--- src/design/ssf_pkg.sv ---
// Shared constants and types for the serial status flag block.
package ssf_pkg;
    // ==================================================
    // Register byte offsets.
    localparam logic [7:0] OFF_STATUS  = 8'h00;
    localparam logic [7:0] OFF_CONTROL = 8'h04;
    localparam logic [7:0] OFF_TX_DATA = 8'h08;
    localparam logic [7:0] OFF_RX_DATA = 8'h0c;
    // ==================================================
    // Status bit positions and reset value.
    localparam int ST_TX_EMPTY = 7;
    localparam int ST_RX_FULL  = 6;
    localparam int ST_OVERRUN  = 5;
    localparam int ST_FRAMING  = 4;
    localparam int ST_PARITY   = 3;
    localparam int ST_TX_DONE  = 2;
    localparam int ST_MP_IN    = 1;
    localparam int ST_MP_OUT   = 0;
    localparam logic [7:0] STATUS_RESET = 8'h84;
    // ==================================================
    // Control bit positions and reset value.
    localparam int CT_TX_IE = 7;
    localparam int CT_RX_IE = 6;
    localparam int CT_TE   = 5;
    localparam int CT_RE   = 4;
    localparam int CT_SYNC = 3;
    localparam int CT_MP   = 2;
    localparam int CT_PEN  = 1;
    localparam int CT_ODD  = 0;
    localparam logic [7:0] CONTROL_RESET = 8'h00;
    // ==================================================
    // Completed reception handed over by the receive shifter.
    typedef struct packed {
        logic       done;
        logic [7:0] data;
        logic       stop;
        logic       parity;
    } ssf_rx_evt_t;
endpackage

--- src/design/ssf_rx_check.sv ---
// Error checks on a completed received character.
`timescale 1ns/1ps
module ssf_rx_check (
    input  ssf_pkg::ssf_rx_evt_t evt,
    input  wire logic            sync_mode,
    input  wire logic            parity_en,
    input  wire logic            parity_odd,
    output logic                 frame_err,
    output logic                 parity_err
);
    // ==================================================
    // Only the first stop bit reaches this check.
    assign frame_err  = ~sync_mode & ~evt.stop;
    assign parity_err = ~sync_mode & parity_en & ((^evt.data ^ evt.parity) != parity_odd);
endmodule // ssf_rx_check

--- src/design/ssf_status.sv ---
// Serial status flags with APB register access.
// Functional notes
// - Writing one never sets flags; zero clears only after reading one.
// - Transmit-done and received multiprocessor bit ignore writes.
// - Status resets to 0x84 on reset and standby.
// - Transmit-empty clears by armed zero write or DMA data write.
// - Transmit-empty sets on reset, transmit disabled, or shifter load.
// - Receive-full sets on error-free reception with data copied.
// - Receive-full clears on reset, armed zero write, or DMA read.
// - Receive data and full flag hold on overrun, while error flags are set, and on receive disable.
// - Overrun sets on reception while full; new character dropped.
// - Overrun halts reception, and transmission in synchronous mode.
// - Framing error sets when first stop bit is zero.
// - Framing error copies data, leaves full clear, halts reception.
// - Parity error sets on mismatch with even or odd selection.
// - Parity error copies data, leaves full clear, halts reception.
// - Error flags clear on reset, standby or armed zero write only.
// - Transmit-done sets on reset, transmit disabled, or last bit while empty.
// - Transmit-done clears together with transmit-empty.
// - Multiprocessor bit appended only in asynchronous multiprocessor transmit.
// - Transmit interrupt follows transmit-empty and its enable.
// - Receive and error interrupts follow flags and receive interrupt enable.
//
// Local design decisions: the APB register port and the register addresses.
`timescale 1ns/1ps
module ssf_status (
    input  wire logic            pclk,
    input  wire logic            presetn,
    input  wire logic            psel,
    input  wire logic            penable,
    input  wire logic            pwrite,
    input  wire logic [7:0]      paddr,
    input  wire logic [31:0]     pwdata,
    output logic [31:0]          prdata,
    output logic                 pready,
    output logic                 pslverr,
    input  wire logic            module_stop,
    input  wire logic            tx_shift_load,
    input  wire logic            tx_last_bit,
    input  ssf_pkg::ssf_rx_evt_t rx_evt,
    input  wire logic            dma_tx_write,
    input  wire logic [7:0]      dma_tx_data,
    input  wire logic            dma_rx_read,
    output logic [7:0]           tx_data_holding,
    output logic                 tx_buffer_empty,
    output logic                 tx_allow,
    output logic                 tx_mp_append,
    output logic                 tx_mp_value,
    output logic [7:0]           rx_data_holding,
    output logic                 rx_allow,
    output logic                 tx_empty_irq,
    output logic                 rx_full_irq,
    output logic                 rx_error_irq
);
    // ==================================================
    // Register state.
    logic [7:0] ctrl_reg;
    logic [7:0] txd_reg;
    logic [7:0] rxd_reg;
    logic       txe_reg, rxf_reg, ovr_reg, frm_reg, par_reg, tdn_reg, mpo_reg;
    logic [4:0] armed_reg;
    logic [31:0] prdata_reg;
    logic       pready_reg, pslverr_reg;
    logic       txa_reg, rxa_reg, mpa_reg, txq_reg, rxq_reg, erq_reg;
    logic       txe_next, rxf_next, ovr_next, frm_next, par_next, tdn_next;
    // ==================================================
    // Bus decode.
    wire        setup    = psel & ~penable;
    wire        access   = psel & penable;
    wire        wr       = access & pwrite;
    wire        rd       = access & ~pwrite;
    wire        sel_st   = paddr == ssf_pkg::OFF_STATUS;
    wire        sel_ct   = paddr == ssf_pkg::OFF_CONTROL;
    wire        sel_tx   = paddr == ssf_pkg::OFF_TX_DATA;
    wire        sel_rx   = paddr == ssf_pkg::OFF_RX_DATA;
    wire        mapped   = sel_st | sel_ct | sel_tx | sel_rx;
    wire        st_wr    = wr & sel_st;
    wire [7:0]  status   = {txe_reg, rxf_reg, ovr_reg, frm_reg, par_reg, tdn_reg,
                            1'b0, mpo_reg};
    wire [7:0]  rd_mux   = sel_st ? status : sel_ct ? ctrl_reg :
                           sel_tx ? txd_reg : sel_rx ? rxd_reg : 8'h00;
    // ==================================================
    // Control fields.
    wire        tx_ie    = ctrl_reg[ssf_pkg::CT_TX_IE];
    wire        rx_ie    = ctrl_reg[ssf_pkg::CT_RX_IE];
    wire        te       = ctrl_reg[ssf_pkg::CT_TE];
    wire        re       = ctrl_reg[ssf_pkg::CT_RE];
    wire        sync_m   = ctrl_reg[ssf_pkg::CT_SYNC];
    // ==================================================
    // Clear strobes from a zero write to a flag that was read as one.
    wire        clr_txe  = st_wr & armed_reg[4] & ~pwdata[ssf_pkg::ST_TX_EMPTY];
    wire        clr_rxf  = st_wr & armed_reg[3] & ~pwdata[ssf_pkg::ST_RX_FULL];
    wire        clr_ovr  = st_wr & armed_reg[2] & ~pwdata[ssf_pkg::ST_OVERRUN];
    wire        clr_frm  = st_wr & armed_reg[1] & ~pwdata[ssf_pkg::ST_FRAMING];
    wire        clr_par  = st_wr & armed_reg[0] & ~pwdata[ssf_pkg::ST_PARITY];
    wire        tx_clr   = clr_txe | dma_tx_write;
    // ==================================================
    // Reception outcome.
    logic       fe, pe;
    ssf_rx_check u_chk (
        .evt        (rx_evt),
        .sync_mode  (sync_m),
        .parity_en  (ctrl_reg[ssf_pkg::CT_PEN]),
        .parity_odd (ctrl_reg[ssf_pkg::CT_ODD]),
        .frame_err  (fe),
        .parity_err (pe)
    );
    wire        rx_halt  = ovr_reg | frm_reg | par_reg;
    wire        rx_ok    = rx_evt.done & re & ~rx_halt;
    wire        rx_ovr   = rx_ok & rxf_reg;
    wire        rx_err   = rx_ok & ~rxf_reg & (fe | pe);
    wire        rx_good  = rx_ok & ~rxf_reg & ~fe & ~pe;
    wire        rx_copy  = rx_err | rx_good;
    // ==================================================
    // Flag next values; a hardware set wins over a software clear.
    assign txe_next = ~te | tx_shift_load | (txe_reg & ~tx_clr);
    assign tdn_next = ~te | (tx_last_bit & txe_reg) | (tdn_reg & ~tx_clr);
    assign rxf_next = rx_good | (rxf_reg & ~clr_rxf & ~dma_rx_read);
    assign ovr_next = rx_ovr | (ovr_reg & ~clr_ovr);
    assign frm_next = (rx_err & fe) | (frm_reg & ~clr_frm);
    assign par_next = (rx_err & pe) | (par_reg & ~clr_par);
    // ==================================================
    // APB responses; every access completes with no wait state.
    always_ff @(posedge pclk or negedge presetn) begin
        if (!presetn) begin
            prdata_reg  <= 32'h0000_0000;
            pready_reg  <= 1'b0;
            pslverr_reg <= 1'b0;
        end else begin
            pready_reg  <= 1'b1;
            if (setup) begin
                prdata_reg  <= {24'h00_0000, rd_mux};
                pslverr_reg <= ~mapped;
            end
        end
    end
    // ==================================================
    // Control and data holding registers.
    always_ff @(posedge pclk or negedge presetn) begin
        if (!presetn) begin
            ctrl_reg <= ssf_pkg::CONTROL_RESET;
            txd_reg  <= 8'h00;
            rxd_reg  <= 8'h00;
        end else begin
            if (module_stop) begin
                ctrl_reg <= ssf_pkg::CONTROL_RESET;
            end else if (wr & sel_ct) begin
                ctrl_reg <= pwdata[7:0];
            end
            if (dma_tx_write) begin
                txd_reg <= dma_tx_data;
            end else if (wr & sel_tx) begin
                txd_reg <= pwdata[7:0];
            end
            if (rx_copy) begin
                rxd_reg <= rx_evt.data;
            end
        end
    end
    // ==================================================
    // Status flags and read arming.
    always_ff @(posedge pclk or negedge presetn) begin
        if (!presetn) begin
            {txe_reg, rxf_reg, ovr_reg, frm_reg, par_reg, tdn_reg} <= 6'h21;
            mpo_reg   <= 1'b0;
            armed_reg <= 5'h00;
        end else if (module_stop) begin
            {txe_reg, rxf_reg, ovr_reg, frm_reg, par_reg, tdn_reg} <= 6'h21;
            mpo_reg   <= 1'b0;
            armed_reg <= 5'h00;
        end else begin
            txe_reg <= txe_next;
            rxf_reg <= rxf_next;
            ovr_reg <= ovr_next;
            frm_reg <= frm_next;
            par_reg <= par_next;
            tdn_reg <= tdn_next;
            if (st_wr) begin
                mpo_reg   <= pwdata[ssf_pkg::ST_MP_OUT];
                armed_reg <= 5'h00;
            end else if (rd & sel_st) begin
                // Only flags that the returned word showed as one become clearable.
                armed_reg <= prdata_reg[7:3] & {txe_reg, rxf_reg, ovr_reg, frm_reg, par_reg};
            end
        end
    end
    // ==================================================
    // Registered outputs toward the shifters and the interrupt controller.
    always_ff @(posedge pclk or negedge presetn) begin
        if (!presetn) begin
            txa_reg <= 1'b0;
            rxa_reg <= 1'b0;
            mpa_reg <= 1'b0;
            txq_reg <= 1'b0;
            rxq_reg <= 1'b0;
            erq_reg <= 1'b0;
        end else begin
            txa_reg <= te & ~(sync_m & ovr_next);
            rxa_reg <= re & ~(ovr_next | frm_next | par_next);
            mpa_reg <= ~sync_m & ctrl_reg[ssf_pkg::CT_MP];
            txq_reg <= tx_ie & txe_next & ~module_stop;
            rxq_reg <= rx_ie & rxf_next & ~module_stop;
            erq_reg <= rx_ie & (ovr_next | frm_next | par_next) & ~module_stop;
        end
    end
    assign prdata          = prdata_reg;
    assign pready          = pready_reg;
    assign pslverr         = pslverr_reg;
    assign tx_data_holding = txd_reg;
    assign tx_buffer_empty = txe_reg;
    assign tx_allow        = txa_reg;
    assign tx_mp_append    = mpa_reg;
    assign tx_mp_value     = mpo_reg;
    assign rx_data_holding = rxd_reg;
    assign rx_allow        = rxa_reg;
    assign tx_empty_irq    = txq_reg;
    assign rx_full_irq     = rxq_reg;
    assign rx_error_irq    = erq_reg;
endmodule // ssf_status

--- config.mk ---
export PLATFORM = sky130hd
export DESIGN_NAME = ssf_status
export DESIGN_NICKNAME = d
export VERILOG_FILES = /design/src/design/ssf_pkg.sv /design/src/design/ssf_rx_check.sv /design/src/design/ssf_status.sv
export SDC_FILE = /design/constraint.sdc
export NUM_CORES = 1
export LEC_CHECK = 0
export ABC_AREA = 1
export BUFFER_PORTS_ARGS = -buffer_cell sky130_fd_sc_hd__buf_2
export CAP_MARGIN = 15
export CORE_AREA = 5 5 81 90
export DETAILED_ROUTE_END_ITERATION = 10
export DIE_AREA = 0 0 86 95
export GPL_ROUTABILITY_DRIVEN = 0
export PLACE_DENSITY = 0.78
export SYNTH_ARGS = -nofsm -noshare
export SYNTH_HDL_FRONTEND = slang
export SYNTH_SLANG_ARGS = --single-unit
--- constraint.sdc ---
create_clock -name pclk -period 1.8 [get_ports pclk]
set_input_delay 0.18 -clock pclk [delete_from_list [all_inputs] [get_ports pclk]]
set_output_delay 0.18 -clock pclk [all_outputs]
set_load 0.05 [all_outputs]
# ---- After elaboration in Yosys (flattened, before gate mapping)
# Cells that the tools add are included.
dict set report word_totals {
  register_bits 52
  in_bits 69
  output_inout_bits 58
  wordCells 141
}
dict set report classes {
  eq_ne 4
  muxes 19
  bitwise_logic 92
  n_reduce_logical 6
}
# cell count
set ops {}
lappend ops {{8-bit 2-to-1 mux} 8}
lappend ops {{1-bit bitwise AND} 48}
lappend ops {{1-bit inverter} 24}
lappend ops {{1-bit OR} 18}
lappend ops {{8-bit by 4-bit equality test with 1-bit output (second input constant)} 2}
lappend ops {{5-bit 2-to-1 mux} 3}
lappend ops {{8-bit by 3-bit equality test with 1-bit output (second input constant)} 1}
lappend ops {{8-bit zero test} 1}
lappend ops {{1-bit 2-to-1 mux} 8}
lappend ops {{8-bit parity} 1}
lappend ops {{2-bit nonzero test} 3}
lappend ops {{5-bit bitwise AND} 1}
lappend ops {{3-bit nonzero test} 1}
lappend ops {{1-bit != test} 1}
lappend ops {{1-bit XOR} 1}

# ---- Logic depth before layout (Yosys ltp)
dict set report logic_depth {
  word_depth 12
  depth_mapped 12
  ltp_nobuf 12
}

# ---- By module
# Synthesis repeated with hierarchy kept, for this count alone.
dict set report unflattened {
  cells_unflattened 357
  area_unflattened_um2 3005.4
}
# mod n_inst cells_per_inst area_per_inst_um2 seq_area_each_um2
set modules_own_cells {}
lappend modules_own_cells {ssf_status 1 320 2815.2 1303.8}
lappend modules_own_cells {ssf_rx_check 1 37 190.2 0.0}

# ---- Least setup slack after synthesis
# Ideal clock, no wire load.
dict set report synth_timing {
  kind {register -> register}
  from {reg ovr_reg}
  to {reg rxd_reg[4] (netlist: rx_data_holding[4])}
  setup_ps 127
  arrival_time_ps 1297
  required_ps 1673
  slack_ps 375
  path_stages_with_launch 8
  n_path_buf 1
  period_less_slack_ps 1425
  path_cell_list {dfrtp_1 -> nor3_1 -> nand2_1 -> nor2_1 -> inv_1 -> buf_2 -> nand2_1 -> o21ai_0}
}
dict set report synth_between {
  elab_chain_cells 8
  word_cells_on_any_way 9
  classes_between {bitwise: 9}
}
# element line_no
set synth_lines {}
lappend synth_lines {{start: declaration} ssf_status.sv:60} ;# logic txe_reg, rxf_reg, ovr_reg, frm_reg, par_reg, tdn_reg, mpo_reg;
lappend synth_lines {{start signal: assignment} ssf_status.sv:174} ;# ovr_reg <= ovr_next;
lappend synth_lines {{1-bit OR (*) (2 in a row)} ssf_status.sv:108} ;# wire rx_halt = ovr_reg | frm_reg | par_reg;
lappend synth_lines {{1-bit inverter (*)} ssf_status.sv:109} ;# wire rx_ok = rx_evt.done & re & ~rx_halt;
lappend synth_lines {{1-bit bitwise AND (*)} ssf_status.sv:109}
lappend synth_lines {{1-bit bitwise AND (*)} {ssf_status.sv:111, ssf_status.sv:112}}
lappend synth_lines {{1-bit bitwise AND (2 in a row)} ssf_status.sv:112} ;# wire rx_good = rx_ok & ~rxf_reg & ~fe & ~pe;
lappend synth_lines {{1-bit OR (*)} ssf_status.sv:113} ;# wire rx_copy = rx_err | rx_good;
lappend synth_lines {{end signal: assignment} ssf_status.sv:156} ;# rxd_reg <= rx_evt.data;
lappend synth_lines {{end: declaration} ssf_status.sv:59} ;# logic [7:0] rxd_reg;
# Every way passes the cells marked *; elsewhere a longest branch is shown, timed or not.
# A chain may end at the register's enable or synchronous reset.

# ---- Worst setup path after layout
dict set report layout_timing {
  from {reg ovr_reg}
  to {reg rxd_reg[5] (netlist: rx_data_holding[5])}
}
# The elaborated chain is that of the path after synthesis.

==> impl_results.md <==
* Endpoint class of the critical path: flip-flop
* Most used flip-flop cell after synthesis: dfrtp_1
* Via-per-instance ratio at 5.10
* Cell count of the worst reg-to-reg path at 6
* Total of cells resized after clock tree synthesis at 0
* Setup repair after global routing missed its margin: no
* Maximum number of pins on one net before global-route repair at 35
* Placeable core area at 0.00640 mm2
* Number of enable-type register cells in the synthesized netlist at 0
* Count of inserted antenna diode cells at 0
* I/O pin count at 127
* Hold Path Cell Cnt at 3
* Period minus WS final at 1620 ps
* Number of filler instances in the final layout at 616
* # DRC at 0
* Source of the worst hold timing path: dma_tx_data[2]
* Clock latency of the later-clocked register in the worst-skew pair at 310 ps
* CTS H-tree depth at 2
* Multi-input logic area at 0.00126 mm2
* Max Freq at 0.618 GHz
* Skew final at 8.87 ps
* Part of the power in combinational logic at 20.6%
* Proportion of total power due to net switching at 32.2%
* Outcome: complete, no violations
* Sequential share of the synthesized area at 45.6%
* Async S/R FF share, synth at 100%
* Final count of negative-setup-slack endpoints at 0
* TritonCTS clock tree: yes
* Area Overhead vs Synth at 19.3%
* Port buffer count at 78
* Number of global-route vias before repair at 2620
* Data arrival time of the worst path at 1830 ps
* Crit path required time at 2020 ps
* Reg2reg end: rx_data_holding[5]$_DFFE_PN0P_
* Power spent charging and discharging nets at 0.847 mW
* Remaining Overflow, GRT at 0
* Peak supply drop at 0.000490 V
* Root buffer cell: clkbuf_8
* PD cells at 770 mW/mm2
* Count of synthesis-stage warnings from yosys at 0
* Final Routed Wirelength at 7500 um
* Starting density of the core at 44.7%
* Synth Register Bits at 52
* CTS sink cnt at 52
* Mean cell area of the mapped netlist at 7.90 um2
* Sequential cell area at 0.00130 mm2
* Number of violations of the max-capacitance limit at 0
* Count of different cell masters after synthesis at 34
* CP Max Fanout at 14
* Leakage power total at 1.89 nW
* CTS Buf Count at 5
* Clock power share at 32.0%
* Start of the worst register-to-register path: ovr_reg$_DFF_PN0_
* Worst-Margin Slew at 561 ps
* Routed Antenna Nets at 0
* Detailed Route Iter0 Violations at 189
* Most common library cell in the layout ignoring fill and taps: nand2_1
* Worst-case hold path end point: tx_data_holding[2]$_DFFE_PN0P_
* Number of setup buffers added after CTS at 0
* Buffer depth of the longest clock path at 2
* Routed length per placed instance at 14.2 um
* Reg power frac at 47.4%
* Fraction of final layout cells with drive strength greater than 1 at 24.4%
* Number of max-slew violations in the final report at 0
* Detailed placer's ending HPWL at 6010 um
* Total routing usage reported by global routing at 19.1%
* Clock transition at the registers of the reported paths at 100 ps
* Height of the die at 95 um
* Row cnt at 31
* Ratio of final minimum period to clock period at 89.9%
* Cell internal power dissipation at 1.78 mW
* Hold/Removal Path Class: in -> reg
* Register-to-register setup slack at 180 ps
* Total power consumption of the routed design at 2.63 mW
* Max-Slew Margin vs Limit at 62.5%
* Total negative setup slack at 0 ps
* First-pass GRT wire length at 12200 um
* Via count at 2696
* Area enclosed by the die boundary at 0.00817 mm2
* Final hold vios at 0
* Netlist Area Pre-Place at 0.00286 mm2
* Die X-Extent at 86 um
* Number of nets at the end of the flow at 515
* Most frequent cells in the layout: 92 x nand2_1, 78 x buf_2, 50 x dfrtp_1
* Number of instances in the synthesized netlist at 362
* Antenna violations before repair at 0
* Hold-fix buffer count after cts at 1
* Startpoint type of the worst setup path: flip-flop
* Number of optimization iterations in the first detailed-route pass at 4
* Critical Setup Path Class: reg -> reg
[Yosys cell counts, types with 4 or more instances]
library cell	n	area share [%]
nand2_1	92	12
inv_1	41	5.4
nand3_1	33	5.8
buf_4	25	6.6
nor2_1	24	3.1
nor3_1	4	0.70
a31oi_1	4	0.87
o211ai_1	9	2.4
nand4_1	11	2.4
dfrtp_1	50	44
o21ai_0	18	3.1
a21oi_1	16	2.8
[worst max-delay path by stage]
stage,to,cells past startpoint,from,slack (ps)
final,rx_data_holding[5]$_DFFE_PN0P_,6,ovr_reg$_DFF_PN0_,180
after global routing,rx_error_irq$_DFF_PN0_,9,ovr_reg$_DFF_PN0_,4
after CTS,rx_error_irq$_DFF_PN0_,9,ovr_reg$_DFF_PN0_,210
after detailed placement,ctrl_reg[3]$_DFFE_PN0P_,8,penable,120
after global placement,rx_error_irq$_DFF_PN0_,11,paddr[5],170
after floorplan,rx_data_holding[4]$_DFFE_PN0P_,7,ovr_reg$_DFF_PN0_,380
[layer usage]
layer / share of wire, % / global-route usage (%) / vias up
met5: 0 / 0 / -
met4: 1.8 / 5.80 / 0
met3: 7.0 / 3.05 / 14
met2: 50 / 33.4 / 108
met1: 41 / 24.1 / 1276
li1: - / - / 1298
[kinds of logic (layout without fill, tap and decap cells)]
| kind of cell | after synthesis | in the layout | synth area share [%] |
|---|---|---|---|
| flops | 52 | 52 | 45.6 |
| simple gates | 175 | 175 | 28.7 |
| other cells | 2 | 25 | 0.262 |
| buf+inv | 76 | 138 | 13.3 |
| compound gates | 55 | 55 | 11.5 |
| xor+xnor | 2 | 2 | 0.612 |
[metrics by stage]
| step | instance area [um2] | setup WS, ps | util (%) | std cells | hold WS, ps |
|---|---|---|---|---|---|
| final | 3410 | 183 | 53.4 | 529 | 93.9 |
| after global routing | 3410 | 4.43 | 53.4 | 529 | 100 |
| after CTS | 3410 | 206 | 53.4 | 529 | 90.7 |
| after detailed placement | 3280 | 118 | 51.3 | 520 | 153 |
| after global placement | 3280 | 173 | 51.3 | 520 | 144 |
| after floorplan | 2950 | 375 | - | 385 | -116 |
[power groups by stage]
stage	sequential, mW	combinational [mW]	clock (mW)
after global placement	1.27	0.534	0
final	1.25	0.542	0.841
after detailed placement	1.27	0.542	0
after floorplan	1.40	0.280	0
after CTS	1.24	0.545	0.857
after global routing	1.25	0.585	0.906
[area by class of cell]
| class | instances | area share, % |
|---|---|---|
| Clock buffer | 6 | 2.42 |
| Clock inverter | 2 | 1.14 |
| Inverter | 46 | 5.06 |
| Multi-Input combinational cell | 257 | 37.0 |
| Sequential cell | 52 | 38.2 |
| Tap cell | 82 | 3.00 |
| Timing Repair Buffer | 84 | 13.2 |
[worst max-delay path: stages (launching register included)]
cell     delay [ps]
dfrtp_1         440
nor3_1          270
nand2_1          80
nor2_1          270
inv_1            90
buf_4           180
o21ai_0         180
No activity file was read; power rests on OpenSTA's default activity.
